File: src/rtl/sutwu_consts.vh
`ifndef SUTWU_CONSTS_VH
`define SUTWU_CONSTS_VH
// Register byte addresses (word aligned, index times four)
`define SUTWU_IDX_CTRL       4'hD
`define SUTWU_ADDR_CTRL      6'h34
`define SUTWU_ADDR_STATUS    6'h38
`define SUTWU_ADDR_DATA      6'h3C
`define SUTWU_ADDR_PINS      6'h30
// Control field positions
`define SUTWU_CTRL_SIE       7
`define SUTWU_CTRL_OIE       6
`define SUTWU_CTRL_WM_HI     5
`define SUTWU_CTRL_WM_LO     4
`define SUTWU_CTRL_CS_HI     3
`define SUTWU_CTRL_CS_LO     2
`define SUTWU_CTRL_STB       1
`define SUTWU_CTRL_TGL       0
// Status field positions
`define SUTWU_STAT_SIF       7
`define SUTWU_STAT_OIF       6
`define SUTWU_STAT_CNT_HI    3
// Pin register field positions
`define SUTWU_PIN_SDA_OUT    0
`define SUTWU_PIN_SCL_OUT    1
`define SUTWU_PIN_SDA_DIR    2
`define SUTWU_PIN_SCL_DIR    3
// Reset values
`define SUTWU_CTRL_RST       8'h00
`define SUTWU_PINS_RST       4'h3
// Wire modes
`define SUTWU_WM_OFF         2'h0
`define SUTWU_WM_THREE       2'h1
`define SUTWU_WM_TWO         2'h2
// Start detector SDA delay: 40 ns least, 100 ns most, at 20 ns clock
`define SUTWU_SDA_DLY_NS     40
`define SUTWU_CLK_NS         20
`define SUTWU_SDA_DLY_CYC    ((`SUTWU_SDA_DLY_NS + `SUTWU_CLK_NS - 1) / `SUTWU_CLK_NS)
`endif

File: src/rtl/sutwu_top.v
`timescale 1ns/1ps
`default_nettype none
`include "sutwu_consts.vh"

// Overview of operation
// - Two-wire protocol, no slew limit or filter
// - Master makes clock; slave uses stretching
// - Start detector sets start-seen flag
// - Hold SCL low after start falling edge
// - Shift SDA in on rising SCL
// - Overflow after eight bits forces SCL low
// - Unaddressed slave releases SCL, awaits start
// - Ack by SDA low; counter loaded 14
// - Direction bit decides who drives SDA
// - Bytes continue until stop or start
// - Withhold acknowledge when unable to accept
// - Delayed SDA; detector only two-wire
// - Start detector needs no clock edge logic
// - Serial clock at most system clock/2
// - External clock counts both edges
// - Counter at F overflows next edge
// - Software strobe advances counter, clock sources 0 and 2
// - Control register bits, reset zero
// - Start irq taken when enabled
// - Overflow irq taken when enabled
// - Wire mode field selects operation
// - SDA low when MSB or latch zero
// - Clearing start flag releases SCL
module sutwu_top (
	// Clock and reset
	input  wire        clk_sys,
	input  wire        rstn,
	// Avalon-MM slave
	input  wire [5:0]  avs_address,
	input  wire        avs_read,
	input  wire        avs_write,
	input  wire [31:0] avs_writedata,
	input  wire [3:0]  avs_byteenable,
	output reg  [31:0] avs_readdata,
	output reg         avs_waitrequest,
	// Global interrupt enable and interrupt request lines
	input  wire        global_irq_en,
	output reg         start_irq,
	output reg         overflow_irq,
	// Timer compare match clock source
	input  wire        timer_match,
	// Two-wire pins, open drain
	input  wire        sda_in,
	output reg         sda_out,
	output reg         sda_oe,
	input  wire        scl_in,
	output reg         scl_out,
	output reg         scl_oe
);

	reg  [7:0] ctrl_q;
	reg  [7:0] shift_data_reg_q;
	reg  [3:0] cnt_q;
	reg        start_seen_flag_q;
	reg        count_overflow_flag_q;
	reg        start_hold_q;
	reg        ovf_hold_q;
	reg  [3:0] pins_q;
	reg        acc_done_q;
	reg  [1:0] sda_sync_q;
	reg  [1:0] scl_sync_q;
	reg        scl_prev_q;
	reg  [`SUTWU_SDA_DLY_CYC:0] sda_dly_q;
	reg        start_armed_q;
	reg        timer_prev_q;

	wire [1:0] wire_mode = ctrl_q[`SUTWU_CTRL_WM_HI:`SUTWU_CTRL_WM_LO];
	wire [1:0] clk_src   = ctrl_q[`SUTWU_CTRL_CS_HI:`SUTWU_CTRL_CS_LO];
	wire       two_wire  = (wire_mode == `SUTWU_WM_TWO);
	wire       outs_on   = (wire_mode != `SUTWU_WM_OFF);
	wire       scl_s     = scl_sync_q[1];
	wire       sda_s     = sda_sync_q[1];
	// Edges need one sample per level, hence clk/2 limit
	wire       scl_rise  = scl_s & ~scl_prev_q;
	wire       scl_fall  = ~scl_s & scl_prev_q;
	wire       sda_old   = sda_dly_q[`SUTWU_SDA_DLY_CYC];

	// Bus access decode; answer comes one cycle after the request.
	// Writes land only in the answer cycle, the edge at which the
	// master sees waitrequest low, so no write lands twice or early.
	wire       req     = (avs_read | avs_write) & ~acc_done_q;
	wire       wr      = avs_write & acc_done_q & ~avs_waitrequest;
	wire       wr_ctrl = wr & (avs_address == `SUTWU_ADDR_CTRL) &
		avs_byteenable[0];
	wire       wr_stat = wr & (avs_address == `SUTWU_ADDR_STATUS) &
		avs_byteenable[0];
	wire       wr_data = wr & (avs_address == `SUTWU_ADDR_DATA) &
		avs_byteenable[0];
	wire       wr_pins = wr & (avs_address == `SUTWU_ADDR_PINS) &
		avs_byteenable[0];

	// Software strobe and toggle, write-only bits
	wire       sw_strobe = wr_ctrl & avs_writedata[`SUTWU_CTRL_STB];
	wire       sw_toggle = wr_ctrl & avs_writedata[`SUTWU_CTRL_TGL];

	// Counter clock selection: both edges for external source
	reg        cnt_tick;
	reg        shift_tick;
	always @* begin
		cnt_tick   = 1'b0;
		shift_tick = 1'b0;
		case (clk_src)
			2'h0: begin
				cnt_tick   = sw_strobe;
				shift_tick = sw_strobe;
			end
			2'h1: begin
				cnt_tick   = timer_match & ~timer_prev_q;
				shift_tick = cnt_tick;
			end
			default: begin
				// Both edges advance counter
				cnt_tick   = scl_rise | scl_fall |
					(sw_strobe & ~clk_src[0]);
				// Sample on rising edge for positive mode
				shift_tick = clk_src[0] ? scl_fall : scl_rise;
			end
		endcase
	end

	// Overflow when counter wraps from F
	wire       cnt_wrap = cnt_tick & (cnt_q == 4'hF);

	// Input synchronisers and edge history
	always @(posedge clk_sys or negedge rstn) begin
		if (!rstn) begin
			sda_sync_q   <= 2'h3;
			scl_sync_q   <= 2'h3;
			scl_prev_q   <= 1'b1;
			sda_dly_q    <= {(`SUTWU_SDA_DLY_CYC + 1){1'b1}};
			timer_prev_q <= 1'b0;
		end else begin
			sda_sync_q   <= {sda_sync_q[0], sda_in};
			scl_sync_q   <= {scl_sync_q[0], scl_in};
			scl_prev_q   <= scl_s;
			// Delayed SDA so SCL is seen settled
			sda_dly_q    <= {sda_dly_q[`SUTWU_SDA_DLY_CYC - 1:0], sda_s};
			timer_prev_q <= timer_match;
		end
	end

	// Start condition: SDA falls while SCL high, two-wire only
	wire start_det = two_wire & scl_s & sda_old & ~sda_s;

	// Control, flags, holds, counter and data
	always @(posedge clk_sys or negedge rstn) begin
		if (!rstn) begin
			ctrl_q                <= `SUTWU_CTRL_RST;
			shift_data_reg_q      <= 8'hFF;
			cnt_q                 <= 4'h0;
			start_seen_flag_q     <= 1'b0;
			count_overflow_flag_q <= 1'b0;
			start_hold_q          <= 1'b0;
			start_armed_q         <= 1'b0;
			ovf_hold_q            <= 1'b0;
			pins_q                <= `SUTWU_PINS_RST;
		end else begin
			// Strobe and toggle bits never stored
			if (wr_ctrl) begin
				ctrl_q <= {avs_writedata[7:2], 2'h0};
			end
			if (wr_pins) begin
				pins_q <= avs_writedata[3:0];
			end else if (sw_toggle) begin
				pins_q[`SUTWU_PIN_SCL_OUT] <= ~pins_q[`SUTWU_PIN_SCL_OUT];
			end
			// Shift in sampled SDA on selected edge
			if (wr_data) begin
				shift_data_reg_q <= avs_writedata[7:0];
			end else if (shift_tick) begin
				shift_data_reg_q <= {shift_data_reg_q[6:0], sda_s};
			end
			// Software load wins; 14 loaded for acknowledge
			if (wr_stat) begin
				cnt_q <= avs_writedata[`SUTWU_STAT_CNT_HI:0];
			end else if (cnt_tick) begin
				cnt_q <= cnt_q + 4'h1;
			end
			// Start flag: set wins over clear-by-one
			if (start_det) begin
				start_seen_flag_q <= 1'b1;
			end else if (wr_stat & avs_writedata[`SUTWU_STAT_SIF]) begin
				start_seen_flag_q <= 1'b0;
			end
			// Overflow flag, set wins over clear
			if (cnt_wrap) begin
				count_overflow_flag_q <= 1'b1;
			end else if (wr_stat & avs_writedata[`SUTWU_STAT_OIF]) begin
				count_overflow_flag_q <= 1'b0;
			end
			// Arm on start, hold SCL at next falling edge
			if (start_det) begin
				start_armed_q <= 1'b1;
			end else if (wr_stat & avs_writedata[`SUTWU_STAT_SIF]) begin
				start_armed_q <= 1'b0;
			end else if (start_armed_q & scl_fall) begin
				start_armed_q <= 1'b0;
			end
			if (start_armed_q & scl_fall & two_wire) begin
				start_hold_q <= 1'b1;
			end else if (wr_stat & avs_writedata[`SUTWU_STAT_SIF] &
				~start_det) begin
				start_hold_q <= 1'b0;
			end else if (!two_wire) begin
				start_hold_q <= 1'b0;
			end
			// Overflow hold in two-wire slave; released by clearing
			// overflow flag, which lets software ack or drop
			if (cnt_wrap & two_wire) begin
				ovf_hold_q <= 1'b1;
			end else if (wr_stat & avs_writedata[`SUTWU_STAT_OIF]) begin
				ovf_hold_q <= 1'b0;
			end else if (!two_wire) begin
				ovf_hold_q <= 1'b0;
			end
		end
	end

	// Open-drain pin drive; enables high while pulling low
	// SDA driven by whoever the direction bit selects
	always @(posedge clk_sys or negedge rstn) begin
		if (!rstn) begin
			sda_out <= 1'b0;
			sda_oe  <= 1'b0;
			scl_out <= 1'b0;
			scl_oe  <= 1'b0;
		end else begin
			sda_out <= 1'b0;
			scl_out <= 1'b0;
			// Pull low if data MSB or latch is zero
			sda_oe  <= outs_on & pins_q[`SUTWU_PIN_SDA_DIR] &
				(~shift_data_reg_q[7] | ~pins_q[`SUTWU_PIN_SDA_OUT]);
			// Clock stretching only in slave two-wire use
			scl_oe  <= outs_on & pins_q[`SUTWU_PIN_SCL_DIR] &
				(~pins_q[`SUTWU_PIN_SCL_OUT] |
				(two_wire & (start_hold_q | ovf_hold_q)));
		end
	end

	// Interrupt lines gated by enable and global enable
	always @(posedge clk_sys or negedge rstn) begin
		if (!rstn) begin
			start_irq    <= 1'b0;
			overflow_irq <= 1'b0;
		end else begin
			start_irq    <= start_seen_flag_q & global_irq_en &
				ctrl_q[`SUTWU_CTRL_SIE];
			overflow_irq <= count_overflow_flag_q & global_irq_en &
				ctrl_q[`SUTWU_CTRL_OIE];
		end
	end

	// Avalon slave: waitrequest high until one cycle answer
	always @(posedge clk_sys or negedge rstn) begin
		if (!rstn) begin
			acc_done_q      <= 1'b0;
			avs_waitrequest <= 1'b1;
			avs_readdata    <= 32'h00000000;
		end else begin
			acc_done_q      <= req;
			avs_waitrequest <= ~req;
			if (req & avs_read) begin
				case (avs_address)
					`SUTWU_ADDR_CTRL:
						avs_readdata <= {24'h000000, ctrl_q};
					`SUTWU_ADDR_STATUS:
						avs_readdata <= {24'h000000, start_seen_flag_q,
							count_overflow_flag_q, 2'h0, cnt_q};
					`SUTWU_ADDR_DATA:
						avs_readdata <= {24'h000000, shift_data_reg_q};
					`SUTWU_ADDR_PINS:
						avs_readdata <= {26'h0000000, scl_s, sda_s, pins_q};
					default:
						avs_readdata <= 32'h00000000;
				endcase
			end
		end
	end

endmodule // sutwu_top
`default_nettype wire

File: config.mk
export PLATFORM = sky130hd
export DESIGN_NAME = sutwu_top
export DESIGN_NICKNAME = d
export VERILOG_FILES = /design/src/rtl/sutwu_top.v
export VERILOG_INCLUDE_DIRS = /design/src /design/src/rtl
export SDC_FILE = /design/constraint.sdc
export NUM_CORES = 1
export LEC_CHECK = 0
export ABC_AREA = 1
export ABC_CLOCK_PERIOD_IN_PS = 3700
export BUFFER_PORTS_ARGS = -buffer_cell sky130_fd_sc_hd__buf_2
export CAP_MARGIN = 20
export CORE_UTILIZATION = 45
export CTS_CLUSTER_DIAMETER = 30
export DETAILED_ROUTE_END_ITERATION = 16
export PLACE_DENSITY = 0.73
export RECOVER_POWER = 25
export SLEW_MARGIN = 20
export SYNTH_ARGS = -nofsm -noshare
export SYNTH_HDL_FRONTEND = slang
export SYNTH_SLANG_ARGS = --single-unit
File: constraint.sdc
create_clock -name clk_sys -period 3.7 [get_ports clk_sys]
set_input_delay 0 -clock clk_sys [delete_from_list [all_inputs] [get_ports clk_sys]]
set_output_delay 0 -clock clk_sys [all_outputs]
set_load 0.01 [all_outputs]
After elaboration in Yosys (flattened, before gate mapping). Index checks and enable logic that the tools add are counted.

Word-level logic and storage cells: 117. Output and inout port bits: 39. Input bits: 50. Bits in registers: 74.

Equal/unequal tests: 9. Bitwise operators: 55. Multiplexer cells: 22. $add $sub $neg: 1. Reductions and logical operators: 8.

Operator list (number): $and A1 B1 Y1 (37); $pmux W8 S4 (1); $eq A6 B6 Y1 const B (4); $mux W8 (2); $mux W1 (15); $not A1 Y1 (12); $reduce_bool A2 Y1 (6); $mux W4 (2); $ne A3 B1 Y1 const B (2); $or A1 B1 Y1 (6); $add A4 B1 Y4 const B (1); $eq A4 B4 Y1 const B (1); $pmux W1 S2 (2); $reduce_bool A3 Y1 (1); $eq A2 B1 Y1 const B (1); $eq A2 B2 Y1 const B (1); $logic_not A2 Y1 (1).

Longest topological paths before layout. Gate-level depths: netlist of run 1.

Depth in word-level cells: 11. Depth in mapped cells: 10. Depth with buffers taken out: 9.

Worst setup path after synthesis of run 1. OpenSTA, ideal clock, no wires.

Kind: register to register. Start: register scl_sync_q[1]. End: register shift_data_reg_q[1]. Clock period less this slack: 1.519 ns. Cell stages (with the launch flop): 10. Arrival: 1.440 ns. Data required time: 3.621 ns. Setup time: 0.079 ns. Slack: 2.181 ns. Buffers on the path: 1. Cell sequence: dfstp_2 -> inv_1 -> ha_1 -> inv_1 -> a21oi_1 -> a21oi_2 -> nand2_1 -> buf_6 -> nand2_1 -> o21ai_1.

Longest elaborated chain between the ends: 5. Elaborated cells on any way between the ends: 6. Classes of those cells: mux (2); bitwise (3); reduce/logical (1).

RTL lines: start: declaration (RTL line sutwu_top.v:66) `reg [1:0] scl_sync_q;`; start signal: assignment (RTL line sutwu_top.v:139) `scl_sync_q <= {scl_sync_q[0], scl_in};`; $not A1 Y1 (RTL line sutwu_top.v:80) `wire scl_fall = ~scl_s & scl_prev_q;`; $and A1 B1 Y1 (RTL line sutwu_top.v:80); $mux W1 (*) (RTL line sutwu_top.v:121) `shift_tick = clk_src[0] ? scl_fall : scl_rise;`; $pmux W1 S2 (*) (RTL line sutwu_top.v:107) `case (clk_src)`; $reduce_bool A2 Y1 (no line) (*); end signal: assignment (RTL line sutwu_top.v:174) `shift_data_reg_q <= avs_writedata[7:0];`; end signal: assignment (RTL line sutwu_top.v:176) `shift_data_reg_q <= {shift_data_reg_q[6:0], sda_s};`; end: declaration (RTL line sutwu_top.v:57) `reg [7:0] shift_data_reg_q;`.

Mark *: on every way between the ends. The rest lies on a longest branch, timed or not. A chain may end at the register's enable or synchronous reset.

Worst setup path in the final report of run 1.
Start: register scl_sync_q[1]. End: register shift_data_reg_q[0].

Same word-level chain as after synthesis.

==> impl_metrics.json, run 1 <==
{
  "status": "completed",
  "syn-cell-area_mm2": 0.00257,
  "finalPower_w": 0.00111,
  "rr_startpoint": "scl_sync_q[1]",
  "p_int_w": 0.000801,
  "tightestPinTransition_ns": 0.610,
  "start_util_pct": 46.7,
  "rows": 27,
  "avgSynthCellArea_um2": 8.33,
  "drt_iter0_drc": 123,
  "pre_cts_ws_ns": 1.79,
  "viasPerCell": 4.82,
  "switching_power_w": 0.000304,
  "vias": 2060,
  "clkTransAtPathRegs_ns": 0.09,
  "cts_buffers": 5,
  "die_w_um": 77.6,
  "slowest_delay_ns": 0.61,
  "hold_path.class": "input pin to register",
  "crit_family": "flip-flops",
  "io_pins": 89,
  "grt_setup_unrepaired": "false",
  "setup-tns-final_ns": 0,
  "gp_congestion": 0.883,
  "worstPathCellList": "inv_1, ha_1, inv_1, a21oi_1, a21oi_2, nand2_1, nand2_1, o21ai_1",
  "synthCells": 309,
  "p_comb_share_pct": 14.2,
  "cts_tree": "yes",
  "antenna_found_initial": 0,
  "worst-path-max-fanout": 11,
  "critPathRequiredTime_ns": 3.93,
  "met3_length_um": 267,
  "first_pass_iters": 4,
  "fin_skew_ns": 0.00527,
  "clockBufferDepth": 2,
  "synth-async-reset-ratio_pct": 100,
  "maxSlewHeadroom_pct": 59.4,
  "hold_path.startpoint": "avs_write",
  "highest_layer": "met4",
  "clock.fmax_mhz": 506,
  "cts_root_buffer": "clkbuf_8",
  "hpwl_mm": 3.92,
  "yosys_warnings": 0,
  "crit_path_start": "scl_sync_q[1]",
  "reg2reg_to": "shift_data_reg_q[0]",
  "synth_edf_count": 0,
  "setup_viol": 0,
  "dr_wl_met2_mm": 2.36,
  "drcViolationCount": 0,
  "core-area_mm2": 0.00551,
  "drv_cap": 0,
  "synth_top_flop_cell": "dfrtp_1",
  "grt_max_degree": 51,
  "postPlaceCellArea_mm2": 0.00269,
  "finalCritPeriodShare_pct": 53.4,
  "insertion_delay_ns": 0.30,
  "final-max-slew-violation-count": 0,
  "hold_ws_ns": 0.00174,
  "drt-met1-wl_mm": 2.62,
  "finalCriticalPeriod_ns": 1.98,
  "htreeDepth": 2,
  "power_frac_seq_pct": 58.2,
  "area_growth_pct": 11.7,
  "ys_seq_elements": 50,
  "grt_pass1_wl_mm": 9.08,
  "grt_usage_pct": 19.5,
  "nNetsFinal": 407,
  "io_buffers": 35,
  "path_buf_inv": 2,
  "layout-drive-gt1-share_pct": 20.0,
  "p_leak_nw": 1.49,
  "routed_wl_mm": 5.36,
  "critPathCaptureType": "register",
  "ant_nets": 0,
  "hold_end": "acc_done_q",
  "grt_pass1_vias": 1945,
  "peakVddDrop_mv": 0.169,
  "finalWorstSetupSlack_ns": 1.72,
  "hold_violations": 0,
  "yosys.cell_types.count": 31,
  "antenna_cells": 0,
  "fp.dieH_um": 77.6,
  "critPathKind": "register to register",
  "grt_remaining_overflow": 0,
  "final_area_mm2": 0.00288,
  "start_kind": "register",
  "clkPwrFrac_pct": 27.6,
  "slowest_stage": "dfstp_1",
  "cellPowerDensity_mw_per_mm2": 384,
  "whs_path_depth": 3,
  "ys_seq_area_share_pct": 49.5,
  "r2r_cells": 8,
  "swShare_pct": 27.5,
  "worst_ep_arrival_time_ns": 2.20,
  "die-area_mm2": 0.00603,
  "r2r_setup_slack_ns": 1.72,
  "drt-wirelength-per-cell_um": 12.6,
  "clock-sinks": 50
}
==> tightest hold or removal path, cell delays in order <==
cell and delay, ns:
buf_2 0.10, nor2_1 0.09, nor2_1 0.07
==> layer usage <==
layer | GRT usage, % | vias to the layer above
met5 | 0 | -
met4 | 8.30 | 0
met3 | 3.65 | 10
met2 | 29.3 | 74
met1 | 27.5 | 952
li1 | - | 1024
==> per-stage QoR <==
| step | utilization [%] | cells |
|---|---|---|
| after global placement | 48.9 | 409 |
| after detailed placement | 48.9 | 409 |
| after global routing | 52.2 | 427 |
| after CTS | 52.2 | 427 |
| after floorplan | - | 334 |
| final | 52.2 | 427 |
==> synth_stat cells (all sizes together) (3+ instances only) <==
cell type	count	area share (%)
a21oi	9	1.9
buf	30	9.1
dfrtp	31	30
dfstp	19	19
ha	3	1.5
inv	28	4.1
nand2	104	16
nand3	14	2.9
nand4	6	1.5
nor2	13	2.4
nor3	3	1.5
o21ai	37	7.2
==> cells in the final DEF (no fill, tap or decap), drive strengths merged, types with 2 or more instances in the layout <==
master       instances
nand2              104
o21ai               37
buf                 34
dfrtp               31
inv                 28
conb                26
dfstp               19
nand3               14
nor2                13
dlygate4sd3         10
a21oi                9
clkbuf               7
nand4                6
ha                   3
nor3                 3
and3                 2
o211ai               2
clkinv               2
==> cell type report <==
class / instances / area, um2
inverters: 28 / 105
repair buffers: 45 / 277
fillers: 540 / 2630
flip-flops and latches: 50 / 1270
multi-input cells: 224 / 1050
clock inverters: 2 / 10.0
clock buffers: 6 / 72.6
well taps: 72 / 90.1
==> power groups by stage <==
stage / Sequential, W / Clock (W) / Combinational (W)
after CTS: 0.000643 / 0.000314 / 0.000157
after global placement: 0.000649 / 0 / 0.000143
after floorplan: 0.000643 / 0 / 0.000123
final: 0.000643 / 0.000306 / 0.000157
after detailed placement: 0.000652 / 0 / 0.000147
after global routing: 0.000650 / 0.000341 / 0.000187
==> flip-flops by register name (all words and copies together), names as in the netlist, 2 cells and up <==
register / count
avs_readdata: 8
shift_data_reg_q: 8
cnt_q: 4
sda_sync_q: 2
scl_sync_q: 2
pins_q: 4
sda_dly_q: 3
ctrl_q: 6
==> repair_timing <==
action	CTS	global route
hold endpoints to repair	41	0
setup buffers	0	0
gates resized for setup	0	0
hold buffers	10	0
==> worst max path at each step <==
stage | endpoint | slack (ns) | depth (start not counted)
after floorplan | shift_data_reg_q[1] | 2.18 | 9
after global placement | shift_data_reg_q[1] | 1.81 | 9
after detailed placement | shift_data_reg_q[0] | 1.79 | 9
after CTS | shift_data_reg_q[0] | 1.77 | 7
after global routing | shift_data_reg_q[1] | 1.56 | 8
final | shift_data_reg_q[0] | 1.72 | 8
==> logic make-up (layout without fill, tap and decap cells) <==
logic type	count (synthesis)	count (layout)	share of synthesized area, %
AO/OA/AOI/OAI	48	48	9.67
XOR/XNOR	2	2	0.681
adder cells (fa/ha/maj)	3	3	1.46
buffers and inverters	60	81	13.5
flip-flops	50	50	49.5
other	1	26	0.146
AND/OR/NAND/NOR	145	145	25.0
Note: power is estimated with default switching activity, not from simulation.
==> run 2: changes to the inputs <==
Settings changed: ABC_AREA 1 to 0, ABC_CLOCK_PERIOD_IN_PS 3700 to 1600, PLACE_DENSITY 0.73 to 0.76.
Clock period 3.7 ns to 1.6 ns, I/O delays scaled along.
==> run 2 against run 1 <==
  * Die area shrank 0.99%
  * Area after synthesis decreased by 1.0%
  * Synthesized cell count shrank 28%
  * Final area grew 8.3%
  * The flow now finishes with violations (negative setup slack)
  * Global-route usage fell by 0.84 points
  * Via count is 12% lower
  * Cell count fell by 16%
  * Highest routed layer unchanged
  * Count of clock-buffer cells in the layout down 1
  * Sequential share of layout area shrank 3.4 points
==> impl_metrics.json, run 2 <==
{
  "synth_edf_count": 0,
  "rows": 27,
  "final-max-slew-violation-count": 0,
  "vias": 1810,
  "cts_root_buffer": "clkbuf_8",
  "first_pass_iters": 4,
  "io_pins": 89,
  "r2r_setup_slack_ns": -0.04,
  "grt_pass1_wl_mm": 8.56,
  "drcViolationCount": 0,
  "postPlaceCellArea_mm2": 0.00279,
  "synth_most_common_cell": "dfrtp_1",
  "fp.dieH_um": 77.2,
  "maxSlewHeadroom_pct": 19.4,
  "finalCritPeriodShare_pct": 102,
  "antenna_found_initial": 0,
  "hold_path.startpoint": "avs_read",
  "htreeDepth": 2,
  "ant_nets": 0,
  "start_kind": "register",
  "insertion_delay_ns": 0.31,
  "yosys_warnings": 0,
  "clock.fmax_mhz": 611,
  "globalRouteMet2Util_pct": 31.7,
  "met3_usage_pct": 3.57,
  "start_util_pct": 46.5,
  "finalPower_w": 0.00291,
  "grt_setup_unrepaired": "true",
  "grt_pass1_vias": 1720,
  "whs_path_depth": 3,
  "yosys.area.top_type": "dfrtp_1",
  "reg2reg_to": "ctrl_q[4]",
  "die-area_mm2": 0.00597,
  "grt_use_met1_pct": 23.9,
  "final_common_cell": "buf_2",
  "clkTransAtPathRegs_ns": 0.09,
  "grt_max_degree": 51,
  "hold_violations": 0,
  "setup_viol": 13,
  "top_regs": "avs_readdata (8), shift_data_reg_q (8), ctrl_q (6)",
  "clock-sinks": 50,
  "hold_path.class": "input pin to register",
  "tightestPinTransition_ns": 1.21,
  "drv_cap": 0,
  "ys_top_cells_by_area": "dfrtp_1, dfstp_2, buf_4, mux2_2, mux2i_1",
  "peakVddDrop_mv": 0.627,
  "r2r_cells": 6,
  "avgSynthCellArea_um2": 11.5,
  "syn-cell-area_mm2": 0.00255,
  "layout_common_cells": "buf_2, dfrtp_1, conb_1, dfstp_2, nor2_1",
  "p_leak_nw": 1.47,
  "yosys.cell_types.count": 42,
  "netlist.area_leader.share_pct": 30.5,
  "finalCriticalPeriod_ns": 1.64,
  "grt_remaining_overflow": 0,
  "ys_seq_elements": 50,
  "rr_startpoint": "avs_waitrequest",
  "ys_top_cells_by_count": "dfrtp_1, buf_4, dfstp_2",
  "worst-path-max-fanout": 6,
  "area_growth_pct": 22.2,
  "grt_usage_pct": 18.7,
  "antenna_cells": 0,
  "synth-async-reset-ratio_pct": 100,
  "drt_iter0_drc": 136,
  "drt-wirelength-per-cell_um": 15.0,
  "final_area_mm2": 0.00311,
  "worst_ep_arrival_time_ns": 1.83,
  "core-area_mm2": 0.00547,
  "finalWorstSetupSlack_ns": -0.0379,
  "layout-drive-gt1-share_pct": 37.8,
  "hpwl_mm": 3.63,
  "gp_congestion": 0.812,
  "final_core_util_pct": 56.9,
  "ys_seq_area_share_pct": 50.0,
  "synthCells": 221,
  "cellPowerDensity_mw_per_mm2": 934,
  "clockBufferDepth": 2,
  "nNetsFinal": 338,
  "fin_skew_ns": 0.00778,
  "viasPerCell": 5.06,
  "critPathCaptureType": "register",
  "cts_tree": "yes",
  "hold_end": "avs_waitrequest",
  "routed_wl_mm": 5.39,
  "critPathKind": "register to register",
  "cts_buffers": 5,
  "die_w_um": 77.2,
  "grt-busiest-layer": "met2",
  "synth_top_flop_cell": "dfrtp_1",
  "io_buffers": 35,
  "status": "finished with violations",
  "violations": "negative setup slack",
  "critPathRequiredTime_ns": 1.79
}
run 2: worst max-delay path, cell delays in order (launching register included):
cell,delay (ns)
dfstp_2,0.38
nand4b_4,0.22
nor2_8,0.19
nand2_1,0.09
nor2_2,0.17
buf_6,0.15
mux2_2,0.33
run 2: stage by stage:
stage          cells  worst slack, ns  TNS, ns  hold slack [ns]
6_report         358          -0.0379   -0.263          0.00910
5_1_grt          358           -0.125    -1.61           0.0586
4_1_cts          355          -0.0826   -0.118          0.00284
3_5_place_dp     333           -0.105   -0.256            0.106
3_3_place_gp     333          -0.0732   -0.149            0.105
2_1_floorplan    246          -0.0748   -0.106           -0.296
run 2: cell families (layout without fill, tap and decap cells):
kind of cell	count (synthesis)	after routing	synth area share [%]
and+or+nand+nor	55	55	13.6
DFF	50	50	50.0
AOI/OAI and AO/OA	44	45	11.4
buffers and inverters	38	77	9.97
muxes	29	29	13.0
adders and majority gates	3	3	1.47
other	1	26	0.147
xor gates and xnor gates	1	1	0.344
run 2: worst max path at each step:
stage	slack [ns]	cells after the start	from	endpoint
after floorplan	-0.07	6	scl_sync_q[1]	cnt_q[3]
after global placement	-0.07	6	scl_sync_q[1]	cnt_q[3]
after detailed placement	-0.10	6	scl_sync_q[1]	cnt_q[3]
after CTS	-0.08	6	scl_sync_q[1]	cnt_q[3]
after global routing	-0.12	6	avs_waitrequest	ctrl_q[2]
final	-0.04	6	avs_waitrequest	ctrl_q[4]
run 2: what timing repair did:
item	CTS	global route
pin swaps	3	6
cloned	0	1
buffers inserted	1	2
gates resized for setup	4	8
endpoints found under the setup margin	7	20
hold buffers	13	0
endpoints found under the hold margin	47	0
run 2: report_power, final:
group          switching (W)  leakage [nW]  internal (W)  total [W]
Clock               0.000434        0.0585      0.000469   0.000903
Sequential          0.000116         0.625       0.00144    0.00156
Combinational       0.000234         0.788      0.000212   0.000445
Total               0.000783          1.47       0.00212    0.00291
run 2: cell type report:
type | count | area [um2]
multi-input combinational | 159 | 1170
sequential | 50 | 1270
clock inverter | 3 | 43.8
inverter | 5 | 18.8
timing repair buffer | 64 | 449
clock buffer | 5 | 68.8
tap | 72 | 90.1
fill | 484 | 2360
run 2: metal layers:
layer | wire length (um) | part of all wire, % | vias up
met4 | 57 | 1.1 | 0
met1 | 2440 | 45 | 905
met2 | 2710 | 50 | 42
li1 | - | - | 856
met3 | 180 | 3.3 | 7
met5 | 0 | 0 | -
==> run 3: changes to the inputs <==
==> constraint.sdc (replaced) <==
create_clock -name clk_sys -period 1.6 [get_ports clk_sys]
set_input_delay 0.24 -clock clk_sys [delete_from_list [all_inputs] [get_ports clk_sys]]
set_output_delay 0.24 -clock clk_sys [all_outputs]
set_load 0.01 [all_outputs]
==> run 3 against run 2 <==
  * The flow still finishes with violations (negative setup slack)
  * Register-to-register slack is essentially flat
  * First-iteration DRC count is 52% lower
  * Cell count decreased by 2.5%
  * Final area decreased by 2.3%
  * Combinational power is 4.7% lower
  * Die area did not move
  * Critical path type unchanged
==> impl_metrics.json, run 3 (same netlist as run 2, synthesis figures left out) <==
{
  "drt-wirelength-per-cell_um": 14.2,
  "cts_root_buffer": "clkbuf_8",
  "drv_cap": 0,
  "antenna_found_initial": 0,
  "slowest_stage": "dfstp_2",
  "layout_common_cells": "buf_2, dfrtp_1, conb_1, dfstp_2, buf_4",
  "cellPowerDensity_mw_per_mm2": 1000,
  "hpwl_mm": 3.51,
  "rows": 27,
  "core-area_mm2": 0.00547,
  "io_pins": 89,
  "grt_setup_unrepaired": "true",
  "peakVddDrop_mv": 0.672,
  "status": "finished with violations",
  "area_growth_pct": 19.4,
  "crit_family": "flip-flops",
  "cts_tree": "yes",
  "critPathKind": "register to register",
  "hold_violations": 0,
  "clkTransAtPathRegs_ns": 0.09,
  "worst_ep_arrival_time_ns": 1.82,
  "finalCriticalPeriod_ns": 1.64,
  "grt_pass1_vias": 1700,
  "grt_pass1_wl_mm": 8.16,
  "insertion_delay_ns": 0.30,
  "vias": 1778,
  "drcViolationCount": 0,
  "worst-path-max-fanout": 4,
  "htreeDepth": 2,
  "path_buf_inv": 2,
  "die-area_mm2": 0.00597,
  "finalCritPeriodShare_pct": 102,
  "setup_viol": 3,
  "worstPathCellList": "inv_2, ha_4, mux2i_4, a31oi_4, buf_4, mux2i_1, o21ai_0",
  "viasPerCell": 5.09,
  "hold_ws_ns": 0.0290,
  "maxSlewHeadroom_pct": 55.6,
  "finalPower_w": 0.00305,
  "start_util_pct": 46.5,
  "clock.fmax_mhz": 611,
  "fp.dieH_um": 77.2,
  "critPathRequiredTime_ns": 1.79,
  "tightestPinTransition_ns": 0.666,
  "slowest_delay_ns": 0.54,
  "p_leak_nw": 1.45,
  "drt_iter0_drc": 65,
  "io_buffers": 35,
  "first_pass_iters": 4,
  "antenna_cells": 0,
  "start_kind": "register",
  "nNetsFinal": 329,
  "critPathCaptureType": "register",
  "fin_skew_ns": 0.00493,
  "routed_wl_mm": 4.97,
  "clockBufferDepth": 2,
  "gp_congestion": 0.780,
  "layout-drive-gt1-share_pct": 40.8,
  "final-max-slew-violation-count": 0,
  "top_regs": "avs_readdata (8), shift_data_reg_q (8), ctrl_q (6)",
  "hold_path.class": "input pin to register",
  "grt_remaining_overflow": 0,
  "final_common_cell": "buf_2",
  "clock-sinks": 50,
  "dp_cells": 336,
  "cts_buffers": 5,
  "finalWorstSetupSlack_ns": -0.0363,
  "die_w_um": 77.2,
  "stdcell_count": 349,
  "grt_max_degree": 51,
  "violations": "negative setup slack",
  "ant_nets": 0,
  "grt_usage_pct": 17.7
}
[run 3: final cells by class]
class	instances	area, um2
multi-input cells	158	1160
fillers	477	2430
repair buffers	56	354
well taps	72	90.1
flip-flops and latches	50	1270
inverters	5	18.8
clock buffers	6	82.6
clock inverters	2	60.1
[run 3: metrics by stage]
stage | area (um2) | util, % | TNS (ns) | setup slack (ns)
6_report | 3040 | 55.6 | -0.0740 | -0.0363
5_1_grt | 3040 | 55.6 | -0.891 | -0.0821
4_1_cts | 3000 | 54.8 | -0.286 | -0.118
3_5_place_dp | 2820 | 51.5 | -0.791 | -0.119
3_3_place_gp | 2820 | 51.5 | -0.550 | -0.105
2_1_floorplan | 2650 | - | -0.106 | -0.0748
[run 3: power by group]
part | internal (W) | leakage, nW | switching (W)
registers | 0.00144 | 0.625 | 0.000108
logic | 0.000196 | 0.750 | 0.000228
clock network | 0.000666 | 0.0714 | 0.000404
[run 3: final timing paths]
| check | start | to | slack (ns) | cells after the start |
|---|---|---|---|---|
| setup / recovery | scl_sync_q[1] | cnt_q[1] | -0.04 | 7 |
| hold / removal | scl_in | scl_sync_q[0] | 0.03 | 1 |
| setup reg to reg | scl_sync_q[1] | cnt_q[1] | -0.04 | 7 |
| hold reg to reg | sda_dly_q[1] | sda_dly_q[2] | 0.36 | 0 |
| max in group asynchronous | rstn | ctrl_q[5] | 0.55 | 3 |
| min in group asynchronous | rstn | ctrl_q[4] | 0.62 | 3 |
[run 3: metal layers]
metal	vias up	track usage (%)	routed length [um]
met4	0	4.91	36
met3	4	4.64	233
met1	883	22.9	2220
met5	-	0	0
li1	839	-	-
met2	52	29.0	2480
[run 3: repair_timing]
action	in CTS	in global routing
setup endpoints to repair	8	21
hold buffers	1	0
gates resized for setup	5	6
buffers inserted	0	4
pin swaps	4	7
endpoints found under the hold margin	31	0
